--- config.mk ---
export PLATFORM = sky130hd
export DESIGN_NAME = rbms_reset_boot_sampler
export DESIGN_NICKNAME = d
export VERILOG_FILES = /design/src/hw/rbms_reset_sync.v /design/src/hw/rbms_sync2.v /design/src/hw/rbms_reset_boot_sampler.v
export VERILOG_INCLUDE_DIRS = /design/src /design/src/hw
export SDC_FILE = /design/constraint.sdc
export NUM_CORES = 1
export LEC_CHECK = 0
export ABC_AREA = 1
export BUFFER_PORTS_ARGS = -buffer_cell sky130_fd_sc_hd__buf_4
export CORE_AREA = 2 2 122 124
export DETAILED_ROUTE_END_ITERATION = 6
export DIE_AREA = 0 0 124 126
export PLACE_DENSITY = 0.75
export SYNTH_ARGS = -nofsm -noshare
export SYNTH_HDL_FRONTEND = slang
export SYNTH_HIERARCHICAL = 1
export SYNTH_SLANG_ARGS = --single-unit
--- constraint.sdc ---
create_clock -name clk -period 7.6 [get_ports clk]
set_input_delay 0.76 -clock clk [delete_from_list [all_inputs] [get_ports clk]]
set_output_delay 0.76 -clock clk [all_outputs]
set_load 0.01 [all_outputs]
--- src/hw/rbms_defines.vh ---
// constants for the reset and boot mode sampler
`ifndef RBMS_DEFINES_VH
`define RBMS_DEFINES_VH

// register byte offsets
`define RBMS_CTRL_OFF        12'h000
`define RBMS_STATUS_OFF      12'h004
`define RBMS_ID_OFF          12'h008
`define RBMS_ADDR_W          12

// control register fields
`define RBMS_CTRL_PORT_B_LINE_18_VAL   0
`define RBMS_CTRL_PORT_B_LINE_18_DRV   1
`define RBMS_CTRL_SER_EN     2
`define RBMS_CTRL_SHR_VAL    3
`define RBMS_CTRL_SHR_DRV    4
`define RBMS_CTRL_W          5
`define RBMS_CTRL_RST        5'h00

// status register fields
`define RBMS_ST_BOOT_LVL     0
`define RBMS_ST_FLOAT        1
`define RBMS_ST_DBG_BSCAN    2
`define RBMS_ST_BOOT_MIXED   3
`define RBMS_ST_SHORT_RST    4
`define RBMS_ST_WDT_CAUSE    5
`define RBMS_ST_PORT_B_LINE_18_IN      6
`define RBMS_ST_SHR_IN       7

// mode reset values (before the first external reset release)
`define RBMS_BOOT_RST        1'b0
`define RBMS_FLOAT_RST       1'b0

// timing counts, in master clock cycles
`define RBMS_SAMPLE_CYC      10
`define RBMS_WDT_HOLD_CYC    16
`define RBMS_CNT_W           5

// boundary scan instruction codes
`define RBMS_IR_W            4
`define RBMS_IR_EXTEST       4'h0
`define RBMS_IR_SAMPLE       4'h1
`define RBMS_IR_BYPASS       4'hF

// fixed restart address of the processor
`define RBMS_RESET_VECTOR    32'h00000000

`endif

--- src/hw/rbms_reset_sync.v ---
// reset synchroniser: asynchronous entry, release aligned to the clock
`timescale 1ns/1ps
module rbms_reset_sync #(
    parameter STAGES = 2
) (
    // clock and raw reset
    input  wire clk,
    input  wire arst_n,
    // synchronised reset
    output wire rst_n_out
);
    reg [STAGES-1:0] chain_reg;

    // ones shift in after release; a low raw reset clears the chain at once
    always @(posedge clk or negedge arst_n) begin
        if (!arst_n) begin
            chain_reg <= {STAGES{1'b0}};
        end else begin
            chain_reg <= {chain_reg[STAGES-2:0], 1'b1};
        end
    end

    assign rst_n_out = chain_reg[STAGES-1];
endmodule

--- src/hw/rbms_sync2.v ---
// two flip-flop level synchroniser for pin inputs
`timescale 1ns/1ps
module rbms_sync2 #(
    parameter WIDTH = 1
) (
    // clock and reset
    input  wire             clk,
    input  wire             rst_b,
    // asynchronous levels in, synchronised levels out
    input  wire [WIDTH-1:0] d,
    output wire [WIDTH-1:0] q
);
    reg [WIDTH-1:0] meta_reg;
    reg [WIDTH-1:0] sync_reg;

    // first stage feeds only the second
    always @(posedge clk or negedge rst_b) begin
        if (!rst_b) begin
            meta_reg <= {WIDTH{1'b0}};
            sync_reg <= {WIDTH{1'b0}};
        end else begin
            meta_reg <= d;
            sync_reg <= meta_reg;
        end
    end

    assign q = sync_reg;
endmodule

--- src/hw/rbms_reset_boot_sampler.v ---
// chip reset, boot mode and tristate sampling, debug port selection
//
// Overview of operation
// - reset enters asynchronously on the pin, leaves in step with the master clock
// - boot and float selects sampled over the last ten cycles before release
// - the external reset pin never touches the emulation debug logic
// - watchdog reset acts as the pin but keeps the latched modes
// - external reset wins over a coinciding watchdog reset, sampling included
// - reset restores peripheral registers and restarts fetch at address zero
// - external bus address lines are driven low throughout reset
// - peripheral clocks are gated off while reset is active
// - boot select low: 16-bit chip select 0; high: 8-bit or internal 32-bit memory
// - after reset the boot select pin is port B line 18 general I/O
// - float mode keeps running but releases every output driver
// - float mode needs the select low all ten cycles; board holds it high otherwise
// - float select pin shares general I/O and serial channel 1 transmit
// - debug port goes to emulation when select low, boundary scan when high
// - emulation debug logic has its own reset input
// - boundary scan mode decodes sample, extest and bypass
// - emulation mode returns a core identification, not the scan one
`timescale 1ns/1ps
`include "rbms_defines.vh"
module rbms_reset_boot_sampler #(
    parameter        HAS_NVM     = 0,
    parameter        PAD_W       = 32,
    parameter        CLKEN_W     = 16,
    parameter [31:0] CORE_ID     = 32'h1234_5678,  // arbitrary value
    parameter [31:0] SCAN_ID     = 32'h0ABC_DEF1,  // arbitrary value
    parameter [4:0]  WDT_HOLD    = `RBMS_WDT_HOLD_CYC
) (
    // clock and power-on reset
    input  wire                   clk,
    input  wire                   rst_b,
    // reset sources
    input  wire                   hw_reset_in_n,
    input  wire                   wdt_reset_req,
    // generated resets and restart address
    output wire                   core_reset_n,
    output wire                   periph_reset_n,
    output wire [31:0]            reset_vector,
    // boot memory selection
    output reg                    boot_internal_nvm,
    output reg                    boot_ext_16bit,
    output reg                    boot_chip_select_en,
    // boot select pin, later port B line 18
    input  wire                   boot_select_pin,
    output reg                    port_b_line_18_out,
    output reg                    port_b_line_18_oe_n,
    // float select pin, shared with general I/O and serial transmit
    input  wire                   float_outputs_select_n,
    input  wire                   serial1_transmit,
    output reg                    shared_io_line_out,
    output reg                    shared_io_line_oe_n,
    // external bus address, clock enables and pad drivers
    input  wire [23:0]            ebi_addr_in,
    output reg  [23:0]            ebi_addr_out,
    input  wire [CLKEN_W-1:0]     periph_clk_en_in,
    output reg  [CLKEN_W-1:0]     periph_clk_en_out,
    input  wire [PAD_W-1:0]       pad_oe_n_in,
    output reg  [PAD_W-1:0]       pad_oe_n_out,
    // debug port
    input  wire                   debug_port_select,
    input  wire                   debug_logic_reset_n,
    input  wire [`RBMS_IR_W-1:0]  bscan_ir,
    output wire                   ice_enable,
    output wire                   bscan_enable,
    output wire                   ice_reset_n,
    output wire                   bscan_extest,
    output wire                   bscan_sample,
    output wire                   bscan_bypass,
    output wire [31:0]            chip_id,
    // apb slave
    input  wire                   psel,
    input  wire                   penable,
    input  wire                   pwrite,
    input  wire [`RBMS_ADDR_W-1:0] paddr,
    input  wire [31:0]            pwdata,
    output wire                   pready,
    output wire                   pslverr,
    output reg  [31:0]            prdata
);
    wire       ext_rst_n;
    wire       dbg_rst_n;
    wire [2:0] pins_s;
    wire       boot_s;
    wire       float_s;
    wire       dbgsel_s;

    reg        ext_rst_d_reg;
    reg [`RBMS_SAMPLE_CYC-1:0] boot_hist_reg;
    reg [`RBMS_SAMPLE_CYC-1:0] float_hist_reg;
    reg [`RBMS_CNT_W-1:0]      rst_cnt_reg;
    reg        boot_lvl_reg;
    reg        float_mode_reg;
    reg        boot_mixed_reg;
    reg        short_rst_reg;
    reg        wdt_cause_reg;
    reg [`RBMS_CNT_W-1:0]      wdt_cnt_reg;
    reg        sys_rst_n_reg;
    reg        dbg_bscan_reg;
    reg [`RBMS_CTRL_W-1:0]     ctrl_reg;

    // external reset plus power-on reset, released after two clock edges
    rbms_reset_sync #(
        .STAGES (2)
    ) u_ext_sync (
        .clk       (clk),
        .arst_n    (rst_b & hw_reset_in_n),
        .rst_n_out (ext_rst_n)
    );

    // debug logic reset ignores the external reset pin entirely
    rbms_reset_sync #(
        .STAGES (2)
    ) u_dbg_sync (
        .clk       (clk),
        .arst_n    (rst_b & debug_logic_reset_n),
        .rst_n_out (dbg_rst_n)
    );

    // pin levels cross in before any logic looks at them; same delay as the reset
    rbms_sync2 #(
        .WIDTH (3)
    ) u_pin_sync (
        .clk   (clk),
        .rst_b (rst_b),
        .d     ({debug_port_select, float_outputs_select_n, boot_select_pin}),
        .q     (pins_s)
    );

    assign boot_s   = pins_s[0];
    assign float_s  = pins_s[1];
    assign dbgsel_s = pins_s[2];

    // watchdog hold counter; the external reset clears it so it cannot outlast it
    always @(posedge clk or negedge ext_rst_n) begin
        if (!ext_rst_n) begin
            wdt_cnt_reg <= {`RBMS_CNT_W{1'b0}};
        end else if (wdt_reset_req) begin
            wdt_cnt_reg <= WDT_HOLD;
        end else if (wdt_cnt_reg != {`RBMS_CNT_W{1'b0}}) begin
            wdt_cnt_reg <= wdt_cnt_reg - 1'b1;
        end
    end

    // system reset: low at once with the pin, also low while the watchdog holds it
    always @(posedge clk or negedge ext_rst_n) begin
        if (!ext_rst_n) begin
            sys_rst_n_reg <= 1'b0;
        end else begin
            sys_rst_n_reg <= ~wdt_reset_req & (wdt_cnt_reg == {`RBMS_CNT_W{1'b0}});
        end
    end

    assign core_reset_n   = sys_rst_n_reg;
    assign periph_reset_n = sys_rst_n_reg;
    assign reset_vector   = `RBMS_RESET_VECTOR;

    // sample history lives in the power-on domain so the external reset cannot wipe it
    always @(posedge clk or negedge rst_b) begin
        if (!rst_b) begin
            ext_rst_d_reg  <= 1'b0;
            boot_hist_reg  <= {`RBMS_SAMPLE_CYC{1'b0}};
            float_hist_reg <= {`RBMS_SAMPLE_CYC{1'b1}};
            rst_cnt_reg    <= {`RBMS_CNT_W{1'b0}};
        end else begin
            ext_rst_d_reg <= ext_rst_n;
            if (!ext_rst_n) begin
                boot_hist_reg  <= {boot_hist_reg[`RBMS_SAMPLE_CYC-2:0], boot_s};
                float_hist_reg <= {float_hist_reg[`RBMS_SAMPLE_CYC-2:0], float_s};
                if (rst_cnt_reg != `RBMS_SAMPLE_CYC) begin
                    rst_cnt_reg <= rst_cnt_reg + 1'b1;
                end
            end else begin
                rst_cnt_reg <= {`RBMS_CNT_W{1'b0}};
            end
        end
    end

    // latch modes on the external release only; watchdog release leaves them alone
    always @(posedge clk or negedge rst_b) begin
        if (!rst_b) begin
            boot_lvl_reg   <= `RBMS_BOOT_RST;
            float_mode_reg <= `RBMS_FLOAT_RST;
            boot_mixed_reg <= 1'b0;
            short_rst_reg  <= 1'b0;
        end else if (ext_rst_n && !ext_rst_d_reg) begin
            boot_lvl_reg   <= boot_hist_reg[0];
            float_mode_reg <= (float_hist_reg == {`RBMS_SAMPLE_CYC{1'b0}});
            boot_mixed_reg <= (boot_hist_reg != {`RBMS_SAMPLE_CYC{1'b0}}) &&
                              (boot_hist_reg != {`RBMS_SAMPLE_CYC{1'b1}});
            short_rst_reg  <= (rst_cnt_reg != `RBMS_SAMPLE_CYC);
        end
    end

    // reset cause: set by a watchdog reset, cleared by the external one
    always @(posedge clk or negedge rst_b) begin
        if (!rst_b) begin
            wdt_cause_reg <= 1'b0;
        end else if (!ext_rst_n) begin
            wdt_cause_reg <= 1'b0;
        end else if (wdt_reset_req) begin
            wdt_cause_reg <= 1'b1;
        end
    end

    // boot memory decode from the latched level
    always @(posedge clk or negedge rst_b) begin
        if (!rst_b) begin
            boot_internal_nvm   <= 1'b0;
            boot_ext_16bit      <= 1'b0;
            boot_chip_select_en <= 1'b0;
        end else begin
            boot_internal_nvm   <= boot_lvl_reg && (HAS_NVM != 0);
            boot_ext_16bit      <= ~boot_lvl_reg;
            boot_chip_select_en <= ~(boot_lvl_reg && (HAS_NVM != 0));
        end
    end

    // debug routing is taken while the debug reset is low, so a live change has no effect
    always @(posedge clk or negedge rst_b) begin
        if (!rst_b) begin
            dbg_bscan_reg <= 1'b0;
        end else if (!dbg_rst_n) begin
            dbg_bscan_reg <= dbgsel_s;
        end
    end

    assign ice_enable   = ~dbg_bscan_reg;
    assign bscan_enable = dbg_bscan_reg;
    assign ice_reset_n  = dbg_rst_n;
    assign bscan_extest = dbg_bscan_reg && (bscan_ir == `RBMS_IR_EXTEST);
    assign bscan_sample = dbg_bscan_reg && (bscan_ir == `RBMS_IR_SAMPLE);
    // unknown codes fall back to bypass, the safe choice for a scan chain
    assign bscan_bypass = dbg_bscan_reg && !bscan_extest && !bscan_sample;
    assign chip_id      = dbg_bscan_reg ? SCAN_ID : CORE_ID;

    // pin outputs: reset forces address low, clocks off and pins to input
    always @(posedge clk or negedge sys_rst_n_reg) begin
        if (!sys_rst_n_reg) begin
            ebi_addr_out        <= 24'h000000;
            periph_clk_en_out   <= {CLKEN_W{1'b0}};
            pad_oe_n_out        <= {PAD_W{1'b1}};
            port_b_line_18_out  <= 1'b0;
            port_b_line_18_oe_n <= 1'b1;
            shared_io_line_out  <= 1'b0;
            shared_io_line_oe_n <= 1'b1;
        end else begin
            ebi_addr_out       <= ebi_addr_in;
            periph_clk_en_out  <= periph_clk_en_in;
            pad_oe_n_out       <= pad_oe_n_in | {PAD_W{float_mode_reg}};
            port_b_line_18_out <= ctrl_reg[`RBMS_CTRL_PORT_B_LINE_18_VAL];
            port_b_line_18_oe_n <= ~ctrl_reg[`RBMS_CTRL_PORT_B_LINE_18_DRV] | float_mode_reg;
            shared_io_line_out <= ctrl_reg[`RBMS_CTRL_SER_EN] ? serial1_transmit :
                                  ctrl_reg[`RBMS_CTRL_SHR_VAL];
            shared_io_line_oe_n <= ~(ctrl_reg[`RBMS_CTRL_SER_EN] | ctrl_reg[`RBMS_CTRL_SHR_DRV]) |
                                   float_mode_reg;
        end
    end

    // apb: zero wait states, error on unmapped accesses and on read-only writes
    wire apb_acc     = psel & penable;
    wire hit_ctrl    = (paddr == `RBMS_CTRL_OFF);
    wire hit_status  = (paddr == `RBMS_STATUS_OFF);
    wire hit_id      = (paddr == `RBMS_ID_OFF);

    assign pready  = 1'b1;
    assign pslverr = apb_acc & ~(hit_ctrl | ((hit_status | hit_id) & ~pwrite));

    // control register returns to defaults on every chip reset
    always @(posedge clk or negedge sys_rst_n_reg) begin
        if (!sys_rst_n_reg) begin
            ctrl_reg <= `RBMS_CTRL_RST;
        end else if (apb_acc && pwrite && hit_ctrl) begin
            ctrl_reg <= pwdata[`RBMS_CTRL_W-1:0];
        end
    end

    // read data is registered in the setup cycle so it stands in the access phase
    always @(posedge clk or negedge rst_b) begin
        if (!rst_b) begin
            prdata <= 32'h00000000;
        end else if (psel && !penable && !pwrite) begin
            if (hit_ctrl) begin
                prdata <= {{(32-`RBMS_CTRL_W){1'b0}}, ctrl_reg};
            end else if (hit_status) begin
                prdata <= {24'h000000, shared_io_line_oe_n ? float_s : 1'b0,
                           port_b_line_18_oe_n ? boot_s : 1'b0,
                           wdt_cause_reg, short_rst_reg, boot_mixed_reg,
                           dbg_bscan_reg, float_mode_reg, boot_lvl_reg};
            end else if (hit_id) begin
                prdata <= chip_id;
            end else begin
                prdata <= 32'h00000000;
            end
        end
    end
endmodule

==> reports/metrics.cfg, run 1 <==
[logic_synthesis]
synthDistinctLibCells=30
synth-warning-count=6
syn-instance-count=530
synthTopCellsByArea=dfrtp_1, dfstp_2, buf_4
yosys.area.top_type_share_pct=43.1
syn_avg_cell_area_sq_um=10.7
synth-seq-area-share_pct=63.5
synth_commonest_cells=nand2_1, dfrtp_1, buf_4
synth-edff-count=0
synth_ff_type=dfrtp_1
yosysMostFrequentCell=nand2_1
yosys.area.top_type=dfrtp_1
syn-cell-area_sq_mm=0.00568
async_reset_ff_share_pct=100
ys_ff_latch=142

[global_route]
grt_max_degree=54
grt_pass1_vias=3802
antenna_found_initial=0
grt_pass1_wl_microns=19900
grt_usage_pct=17.0
overflow=0

[route]
dr_total_vias=3974
ant_nets=0
drc=0
wl_per_cell_microns=13.8
drt_wl_total_microns=12900
drt_pass1_iterations=5
drt_iter0_drc=170
viasPerCell=4.23

[cts]
clk_latency_ps=410
hold_buffers=0
clock_path_buffers=2
h-tree-depth=4
cts_sinks=142
cts_setup_buffers=0
cts.clk_slew.worst_paths_ps=60
cts_resized=0
cts_tree=built
cts_buffers=17
cts-root-buf=clkbuf_16

[layout]
top_regs=pad_oe_n_out (32), ebi_addr_out (24), periph_clk_en_out (16)
n_antenna_cell=0
regMostFlops=pad_oe_n_out
instances_no_fill=939
n_fill_cell=1285
area_growth_pct=36.0
final_cell_area_sq_mm=0.00773
largest_reg_flops=32
final_util_pct=54.0
drive_gt1_share_pct=45.2
nets=877

[floorplanning]
dieArea_sq_mm=0.0156
fp.dieW_microns=124
rows=44
die_y_microns=126
io_pins=317
initial_core_util_pct=39.7
coreArea_sq_mm=0.0143

[power]
ir_drop_uv=145
p_per_area_mw_per_mm2=254
p_leak_nw=4.06
power_mw=1.96

[placement]
place_congestion=0.779
dpl_worst_slack_ps=4880
place_area_sq_mm=0.00714
portBuffers=222
hpwl_microns=9720
place_inst=907

[setup_path]
cp-end-kind=output port
startpoint_type=primary input
max_stage_delay_ps=390
path_max_fanout=11
crit_slowest_cell=nor2_2
cp.arrival_ps=1960
critical_path_class=in -> out
cp.required_ps=6840
path_cells=buf_4 -> nor2_1 -> nand2_1 -> nor2_2 -> nand2_1 -> nand2_1 -> nor2_1 -> buf_4
cpMostUsedCell=nand2_1

[sta]
rsz0062_at_grt=false
worst_pin_slew_ps=814
fmax_mhz=368
slew_viol_final=0
period_share_pct=35.8
finalCriticalPeriod_ps=2720
fin_ws_ps=4880
fin_tns_setup_ps=0
whs_ps=206
setup_violations=0
hold_violations=0
finClkSkew_ps=5.65
slew_headroom_pct=45.7

[job]
cap_violations=0

[outcome]
outcome=completed

[worst_hold_path]
hold_path.class=in -> async

==> report_power, final <==
part	switching (mW)	leakage, nW	internal (mW)
Sequential	0.0501	1.71	0.848
Clock	0.306	0.289	0.494
Combinational	0.135	2.06	0.129
Total	0.491	4.06	1.47
==> cells by family after synthesis <==
kind of cell    Yosys count  share of synthesized area [%]
other cells               4                          0.264
xor+xnor                  4                          0.616
flops                   142                           63.5
compound gates           35                           3.17
buf+inv                 139                           15.2
fa+ha+maj                 3                          0.660
simple gates            203                           16.6
==> per-layer routing <==
layer  GRT usage, %  wire length (microns)  vias to the layer above
li1               -                      -                     1914
met1           20.2                   5120                     1895
met2           28.9                   6640                      149
met3           5.25                    955                       16
met4           6.21                    197                        0
met5              0                      0                        -
==> worst max-delay path: cells and delay by family <==
kind                   cells  cell delay (ps)
AND/OR/NAND/NOR            6              950
buffers and inverters      2              250
==> cell type report <==
cell class | instances | area (sq um) | area share [%]
clock inverter | 7 | 48.8 | 0.631
multi-input combinational | 315 | 1460 | 18.9
inverter | 42 | 158 | 2.04
sequential | 142 | 3610 | 46.7
tap | 184 | 230 | 2.98
clock buffer | 25 | 539 | 6.98
timing repair buffer | 224 | 1680 | 21.8
==> path summary, 6_finish.rpt <==
path	startpoint	endpoint	slack (ps)	cells after the start
worst max register to register	u_ext_sync/chain_reg[1]	boot_mixed_reg	5980	5
worst min register to register	u_ext_sync/chain_reg[1]	wdt_cnt_reg[4]	240	1
worst max-delay path	paddr[7]	pslverr	4880	8
min in group clk	u_dbg_sync/chain_reg[0]	u_dbg_sync/chain_reg[1]	350	0
worst min-delay path	debug_logic_reset_n	u_dbg_sync/chain_reg[1]	210	3
max in group asynchronous	core_reset_n	pad_oe_n_out[28]	6380	1
==> cell usage in the layout (no fill, tap or decap), types with 3 or more instances in the layout <==
cell type  instances
buf_4            224
nand2_1          106
dfrtp_1           97
conb_1            70
dfstp_2           44
inv_1             38
or2_2             32
nand3_1           23
nor2_1            20
clkbuf_16         20
o21ai_0           19
o21ai_1           11
nor3_1             5
nor4_1             4
nor2_2             3
xor2_1             3
nand4_1            3
a21oi_1            3
ha_1               3
clkinv_4           3
clkbuf_1           3
clkinv_2           3
Note: power is estimated with default switching activity, not from simulation.
==> run 2: changes to the inputs <==
--- a/config.mk
+++ b/config.mk
@@ -8,10 +8,10 @@
 export LEC_CHECK = 0
 export ABC_AREA = 1
 export BUFFER_PORTS_ARGS = -buffer_cell sky130_fd_sc_hd__buf_4
-export CORE_AREA = 2 2 122 124
+export CORE_AREA = 2 2 123 125
 export DETAILED_ROUTE_END_ITERATION = 6
-export DIE_AREA = 0 0 124 126
-export PLACE_DENSITY = 0.75
+export DIE_AREA = 0 0 125 127
+export PLACE_DENSITY = 0.77
 export SYNTH_ARGS = -nofsm -noshare
 export SYNTH_HDL_FRONTEND = slang
 export SYNTH_HIERARCHICAL = 1
==> constraint.sdc (replaced) <==
create_clock -name clk -period 2.2 [get_ports clk]
set_input_delay 0.22 -clock clk [delete_from_list [all_inputs] [get_ports clk]]
set_output_delay 0.22 -clock clk [all_outputs]
set_load 0.01 [all_outputs]
==> run 2 against run 1 <==
Compared with the run above: routed wire length up 11%; combinational power rose to 4.1 times the previous value; worst setup slack got worse by 4700 ps; count of clock-buffer cells in the layout shrank 8; sequential cell count stayed put; largest power group is now the clock network; core utilization grew 5.8 points; register-to-register slack lost 5200 ps; clock power increased to 4.0 times the previous value.
==> reports/metrics.cfg, run 2 (same netlist as run 1, synthesis figures left out) <==
[floorplanning]
die_y_microns=127  ; +0.79%
initial_core_util_pct=39.4  ; -0.30 points
rows=44  ; unchanged
fp.dieW_microns=125  ; +0.81%
coreArea_sq_mm=0.0144  ; +0.77%
dieArea_sq_mm=0.0159  ; +1.6%
io_pins=317  ; unchanged

[global_route]
antenna_found_initial=0  ; unchanged
grt_usage_pct=17.9  ; +0.82 points
grt_max_degree=57  ; +5.6%
overflow=0  ; unchanged
grt_pass1_wl_microns=22200  ; +11%
grt_pass1_vias=4282  ; +13%

[power]
power_frac_seq_pct=41.9  ; -3.9 points
ir_drop_uv=509  ; +250%
switching_power_mw=1.85  ; +280%
p_per_area_mw_per_mm2=853  ; +240%
p_int_mw=5.51  ; +270%
clkPwrFrac_pct=43.4  ; +2.6 points
p_leak_nw=4.42  ; +9.0%
combPwrFrac_pct=14.7  ; +1.3 points
power_mw=7.37  ; +280%
switching_share_pct=25.2  ; +0.15 points

[sta]
finalCriticalPeriod_ps=1980
rsz0062_at_grt=false
period_share_pct=89.8
hold_violations=0  ; unchanged
fmax_mhz=506
finClkSkew_ps=7.38  ; +1.74 ps
fin_ws_ps=224  ; -4660 ps
slew_viol_final=0  ; unchanged
setup_violations=0  ; unchanged
worst_pin_slew_ps=657  ; -157 ps
fin_tns_setup_ps=0  ; unchanged
slew_headroom_pct=56.2  ; +10 points

[setup_path]
cp_top_family=flip-flops
crit_slowest_cell=dfrtp_1
startpoint_type=register
cp-end-kind=output port
worst-path-buf-inv=2  ; unchanged
path_cells=clkinv_1 -> nor3_1 -> buf_4
path_max_fanout=12  ; +1
max_stage_delay_ps=570  ; +180 ps
critical_path_class=reg -> out
cp.required_ps=1980  ; -4860 ps
cp.arrival_ps=1760  ; -200 ps

[route]
drt_wl_total_microns=14300  ; +11%
dr_total_vias=4311  ; +8.5%
wl_per_cell_microns=14.0  ; +1.7%
drt_iter0_drc=212  ; +25%
drt_pass1_iterations=4  ; -1
drc=0  ; unchanged
ant_nets=0  ; unchanged
viasPerCell=4.22  ; -0.23%

[cts]
clk_latency_ps=420  ; about the same
clock_path_buffers=2  ; unchanged
cts-root-buf=clkbuf_16
h-tree-depth=4  ; unchanged
cts_resized=0  ; unchanged
cts_sinks=142  ; unchanged
cts_buffers=17  ; unchanged
cts.clk_slew.worst_paths_ps=60  ; about the same
cts_tree=built

[layout]
largest_reg_flops=32  ; unchanged
final_util_pct=59.8  ; +5.8 points
final_cell_area_sq_mm=0.00863  ; +12%
nets=959  ; +9.4%
drive_gt1_share_pct=41.3  ; -3.8 points
area_growth_pct=51.8
layout_common_cells=buf_4, nand2_1, dfrtp_1
top_regs=pad_oe_n_out (32), ebi_addr_out (24), periph_clk_en_out (16)
final_common_cell=buf_4
n_antenna_cell=0  ; unchanged
regMostFlops=pad_oe_n_out

[placement]
place_area_sq_mm=0.00717  ; +0.39%
hpwl_microns=9200  ; -5.4%
dpl_worst_slack_ps=659  ; -4220 ps
place_congestion=0.798  ; +2.5%
portBuffers=222  ; unchanged

[job]
cap_violations=0  ; unchanged

[outcome]
outcome=completed

[worst_hold_path]
hold_path.class=in -> reg

run 2: cell count changes in the layout (fill, tap and decap cells not counted), moves of 3 or more:
| cell | before | now |
|---|---|---|
| clkbuf_1 | 3 | 0 |
| bufinv_16 | 0 | 5 |
| clkinv_2 | 3 | 0 |
| clkinv_4 | 3 | 0 |
| clkbuf_16 | 20 | 17 |
| clkinvlp_4 | 1 | 5 |
| inv_6 | 0 | 4 |
| dlygate4sd3_1 | 0 | 80 |
run 2: power groups by stage:
| stage | clock, mW | combinational, mW | sequential, mW |
|---|---|---|---|
| after floorplan | 0 | 0.483 | 3.20 |
| after global placement | 0 | 0.934 | 3.12 |
| after detailed placement | 0 | 0.959 | 3.12 |
| after CTS | 3.24 | 1.08 | 3.08 |
| after global routing | 3.38 | 1.20 | 3.12 |
| final | 3.19 | 1.08 | 3.09 |
run 2: cell type report:
cell class                      instances  area [sq um]
Clock buffer                           17           425
Sequential cell                       142          3610
Clock inverter                         15           234
Timing Repair Buffer                  306          2510
Inverter                               42           158
Fill cell                            1124          5790
Multi-Input combinational cell        315          1460
Tap cell                              184           230
run 2: final timing paths:
| path | to | slack [ps] | cells after the start | startpoint |
|---|---|---|---|---|
| min in group asynchronous | u_ext_sync/chain_reg[0] | 210 | 4 | hw_reset_in_n |
| max in group asynchronous | pad_oe_n_out[24] | 1280 | 1 | core_reset_n |
| max | bscan_extest | 220 | 3 | bscan_enable |
| min reg2reg | ebi_addr_out[17] | 250 | 0 | core_reset_n |
| max reg2reg | prdata[3] | 770 | 5 | bscan_enable |
| min | ctrl_reg[1] | 40 | 3 | pwdata[1] |
run 2: metal layers:
metal  GRT usage, %  vias to the layer above  share of wire, %
li1               -                     2078                 -
met1           22.0                     2046                40
met2           30.1                      167                52
met3           5.44                       20               6.1
met4           6.21                        0               1.6
met5              0                        -                 0
run 2: stage by stage:
step / std cells / hold WS, ps
3_3_place_gp: 909 / 89.6
3_5_place_dp: 909 / 96.2
5_1_grt: 1021 / 44.1
6_report: 1021 / 43.6
2_1_floorplan: 596 / -75.6
4_1_cts: 1021 / 27.3
run 2: timing repair:
action / CTS / global route
hold buffers: 80 / 0
buffers inserted: 0 / 0
hold endpoints to repair: 124 / 0
run 2: worst min-delay path, delay by kind of cell:
kind                   cells  cell delay [ps]
AOI/OAI and AO/OA          1               60
buffers and inverters      2              150
==> run 3: changes to the inputs <==
--- a/config.mk
+++ b/config.mk
@@ -8,10 +8,10 @@
 export LEC_CHECK = 0
 export ABC_AREA = 1
 export BUFFER_PORTS_ARGS = -buffer_cell sky130_fd_sc_hd__buf_4
-export CORE_AREA = 2 2 123 125
+export CORE_AREA = 2 2 124 126
 export DETAILED_ROUTE_END_ITERATION = 6
-export DIE_AREA = 0 0 125 127
-export PLACE_DENSITY = 0.77
+export DIE_AREA = 0 0 126 128
+export PLACE_DENSITY = 0.73
 export SYNTH_ARGS = -nofsm -noshare
 export SYNTH_HDL_FRONTEND = slang
 export SYNTH_HIERARCHICAL = 1
==> constraint.sdc (replaced) <==
create_clock -name clk -period 1.95 [get_ports clk]
set_input_delay 0.195 -clock clk [delete_from_list [all_inputs] [get_ports clk]]
set_output_delay 0.195 -clock clk [all_outputs]
set_load 0.01 [all_outputs]
==> run 3 against run 2 <==
Compared with the run above: routed wire length fell by 2.7%; via count fell by 0.44%; total power rose by 8.3%; sequential power rose by 13%; critical path depth did not move; final cell count rose by 0.59%; first-iteration DRC count fell by 15%; sequential share of layout area rose by 0.20 points; global-route usage fell by 1.1 points; count of clock-buffer cells in the layout rose by 4; critical path type unchanged; register-to-register slack got worse by 260 ps; die area rose by 1.6%.
==> reports/metrics.cfg, run 3 (same netlist as run 1, synthesis figures left out) <==
[cts]
cts-root-buf=clkbuf_16
h-tree-depth=4  ; unchanged
cts_sinks=142  ; unchanged
clock_path_buffers=2  ; unchanged
cts_tree=built
cts.clk_slew.worst_paths_ps=60  ; about the same
cts_setup_buffers=0  ; unchanged
cts_buffers=17  ; unchanged
clk_latency_ps=410  ; about the same

[layout]
top_regs=pad_oe_n_out (32), ebi_addr_out (24), periph_clk_en_out (16)
layout_common_cells=buf_4, nand2_1, dfrtp_1
drive_gt1_share_pct=41.2  ; -0.099 points
area_growth_pct=51.1
instances_no_fill=1027  ; +0.59%
n_fill_cell=1208  ; +7.5%
regMostFlops=pad_oe_n_out
nets=961  ; +0.21%
n_antenna_cell=0  ; unchanged
final_common_cell=buf_4
largest_reg_flops=32  ; unchanged

[worst_hold_path]
hold_path.class=in -> reg

[setup_path]
cp.arrival_ps=1450  ; -310 ps
cp.required_ps=1750  ; -230 ps
startpoint_type=register
r2r_slack_ps=510  ; -260 ps
cp-end-kind=output port
critical_path_class=reg -> out
path_max_fanout=10  ; -2

[placement]
hpwl_microns=9160  ; -0.39%
place_inst=915  ; +0.66%
portBuffers=222  ; unchanged
place_congestion=0.742  ; -7.1%

[outcome]
outcome=completed

[global_route]
antenna_found_initial=0  ; unchanged
use_met1_pct=20.8  ; -1.2 points
grt_pass1_vias=4186  ; -2.2%
met2_usage_pct=28.9  ; -1.2 points
grt_usage_pct=16.8  ; -1.1 points
grt_pass1_wl_microns=21100  ; -4.8%
top_usage_layer=met2
grt_max_degree=54  ; -5.3%
overflow=0  ; unchanged
grtUsageMet3_pct=4.34  ; -1.1 points

[floorplanning]
initial_core_util_pct=38.2  ; -1.2 points
fp.dieW_microns=126  ; +0.80%
rows=45  ; +2.3%
die_y_microns=128  ; +0.79%
dieArea_sq_mm=0.0161  ; +1.6%
coreArea_sq_mm=0.0149  ; +3.1%
io_pins=317  ; unchanged

[route]
drt_wl_total_microns=13900  ; -2.7%
drc=0  ; unchanged
ant_nets=0  ; unchanged
drt_iter0_drc=180  ; -15%
dr_total_vias=4292  ; -0.44%
wl_per_cell_microns=13.5  ; -3.3%
viasPerCell=4.18  ; -1.0%
drt_pass1_iterations=4  ; unchanged

[job]
cap_violations=0  ; unchanged

[sta]
fin_tns_setup_ps=0  ; unchanged
finalCriticalPeriod_ps=1640
period_share_pct=84.3
rsz0062_at_grt=false
hold_violations=0  ; unchanged
setup_violations=0  ; unchanged
finClkSkew_ps=24.7  ; +17.3 ps
fmax_mhz=609
slew_viol_final=0  ; unchanged
slew_headroom_pct=45.0  ; -11 points
worst_pin_slew_ps=825  ; +169 ps

[power]
p_leak_nw=4.42  ; +0.13%
p_per_area_mw_per_mm2=929  ; +8.8%
ir_drop_uv=589  ; +16%

run 3: changes by cell type in the layout (fill, tap and decap cells not counted):
| cell | before | now |
|---|---|---|
| clkbuf_1 | 0 | 2 |
| clkinvlp_4 | 5 | 0 |
| buf_4 | 225 | 228 |
| bufinv_16 | 5 | 2 |
| inv_6 | 4 | 1 |
| clkinv_4 | 0 | 3 |
| clkinv_2 | 0 | 2 |
| inv_4 | 0 | 2 |
| clkbuf_16 | 17 | 19 |
| buf_12 | 1 | 0 |
run 3: layer usage:
layer / routed length, microns / vias up / part of all wire (%)
met4: 145 / 0 / 1.0
met2: 7200 / 158 / 52
met1: 5740 / 2044 / 41
li1: - / 2080 / -
met3: 810 / 10 / 5.8
met5: 0 / - / 0
run 3: repair_timing:
item	in CTS	in global routing
hold buffers	79	1
resized for setup	0	0
endpoints found under the hold margin	123	1
run 3: cell type report:
cell class	count	area (sq um)	share of cell area (%)
tap	188	235	2.74
timing repair buffer	308	2510	29.2
sequential	142	3610	42.0
clock inverter	11	129	1.50
inverter	42	158	1.84
multi-input combinational	315	1460	17.0
clock buffer	21	483	5.62
run 3: worst paths after layout:
kind	end	cells past startpoint	start
setup / recovery	bscan_extest	3	bscan_enable
hold / removal	ctrl_reg[3]	3	pwdata[3]
setup reg to reg	prdata[1]	4	float_mode_reg
hold reg to reg	ctrl_reg[4]	0	core_reset_n
max in group asynchronous	pad_oe_n_out[13]	1	core_reset_n
min in group asynchronous	ctrl_reg[4]	0	core_reset_n
run 3: stage by stage:
step / instance area [sq um] / hold slack, ps / setup WS [ps] / utilization [%] / total power, mW
2_1_floorplan: 5930 / -101 / 193 / - / 4.15
3_3_place_gp: 7180 / 65.2 / 517 / 48.3 / 4.57
3_5_place_dp: 7180 / 69.6 / 492 / 48.3 / 4.60
4_1_cts: 8580 / 2.92 / 290 / 57.7 / 8.05
5_1_grt: 8590 / 22.2 / 168 / 57.8 / 8.36
6_report: 8590 / 16.6 / 307 / 57.8 / 7.98
run 3: critical path: stages, from the launching register on:
cell and delay [ps]:
dfrtp_1 350, clkinv_1 270, nor3_1 270, buf_4 150
run 3: where the power goes:
group          switching [mW]  internal, mW
Sequential              0.171          3.30
Combinational           0.600         0.615
Clock                    1.24          2.05
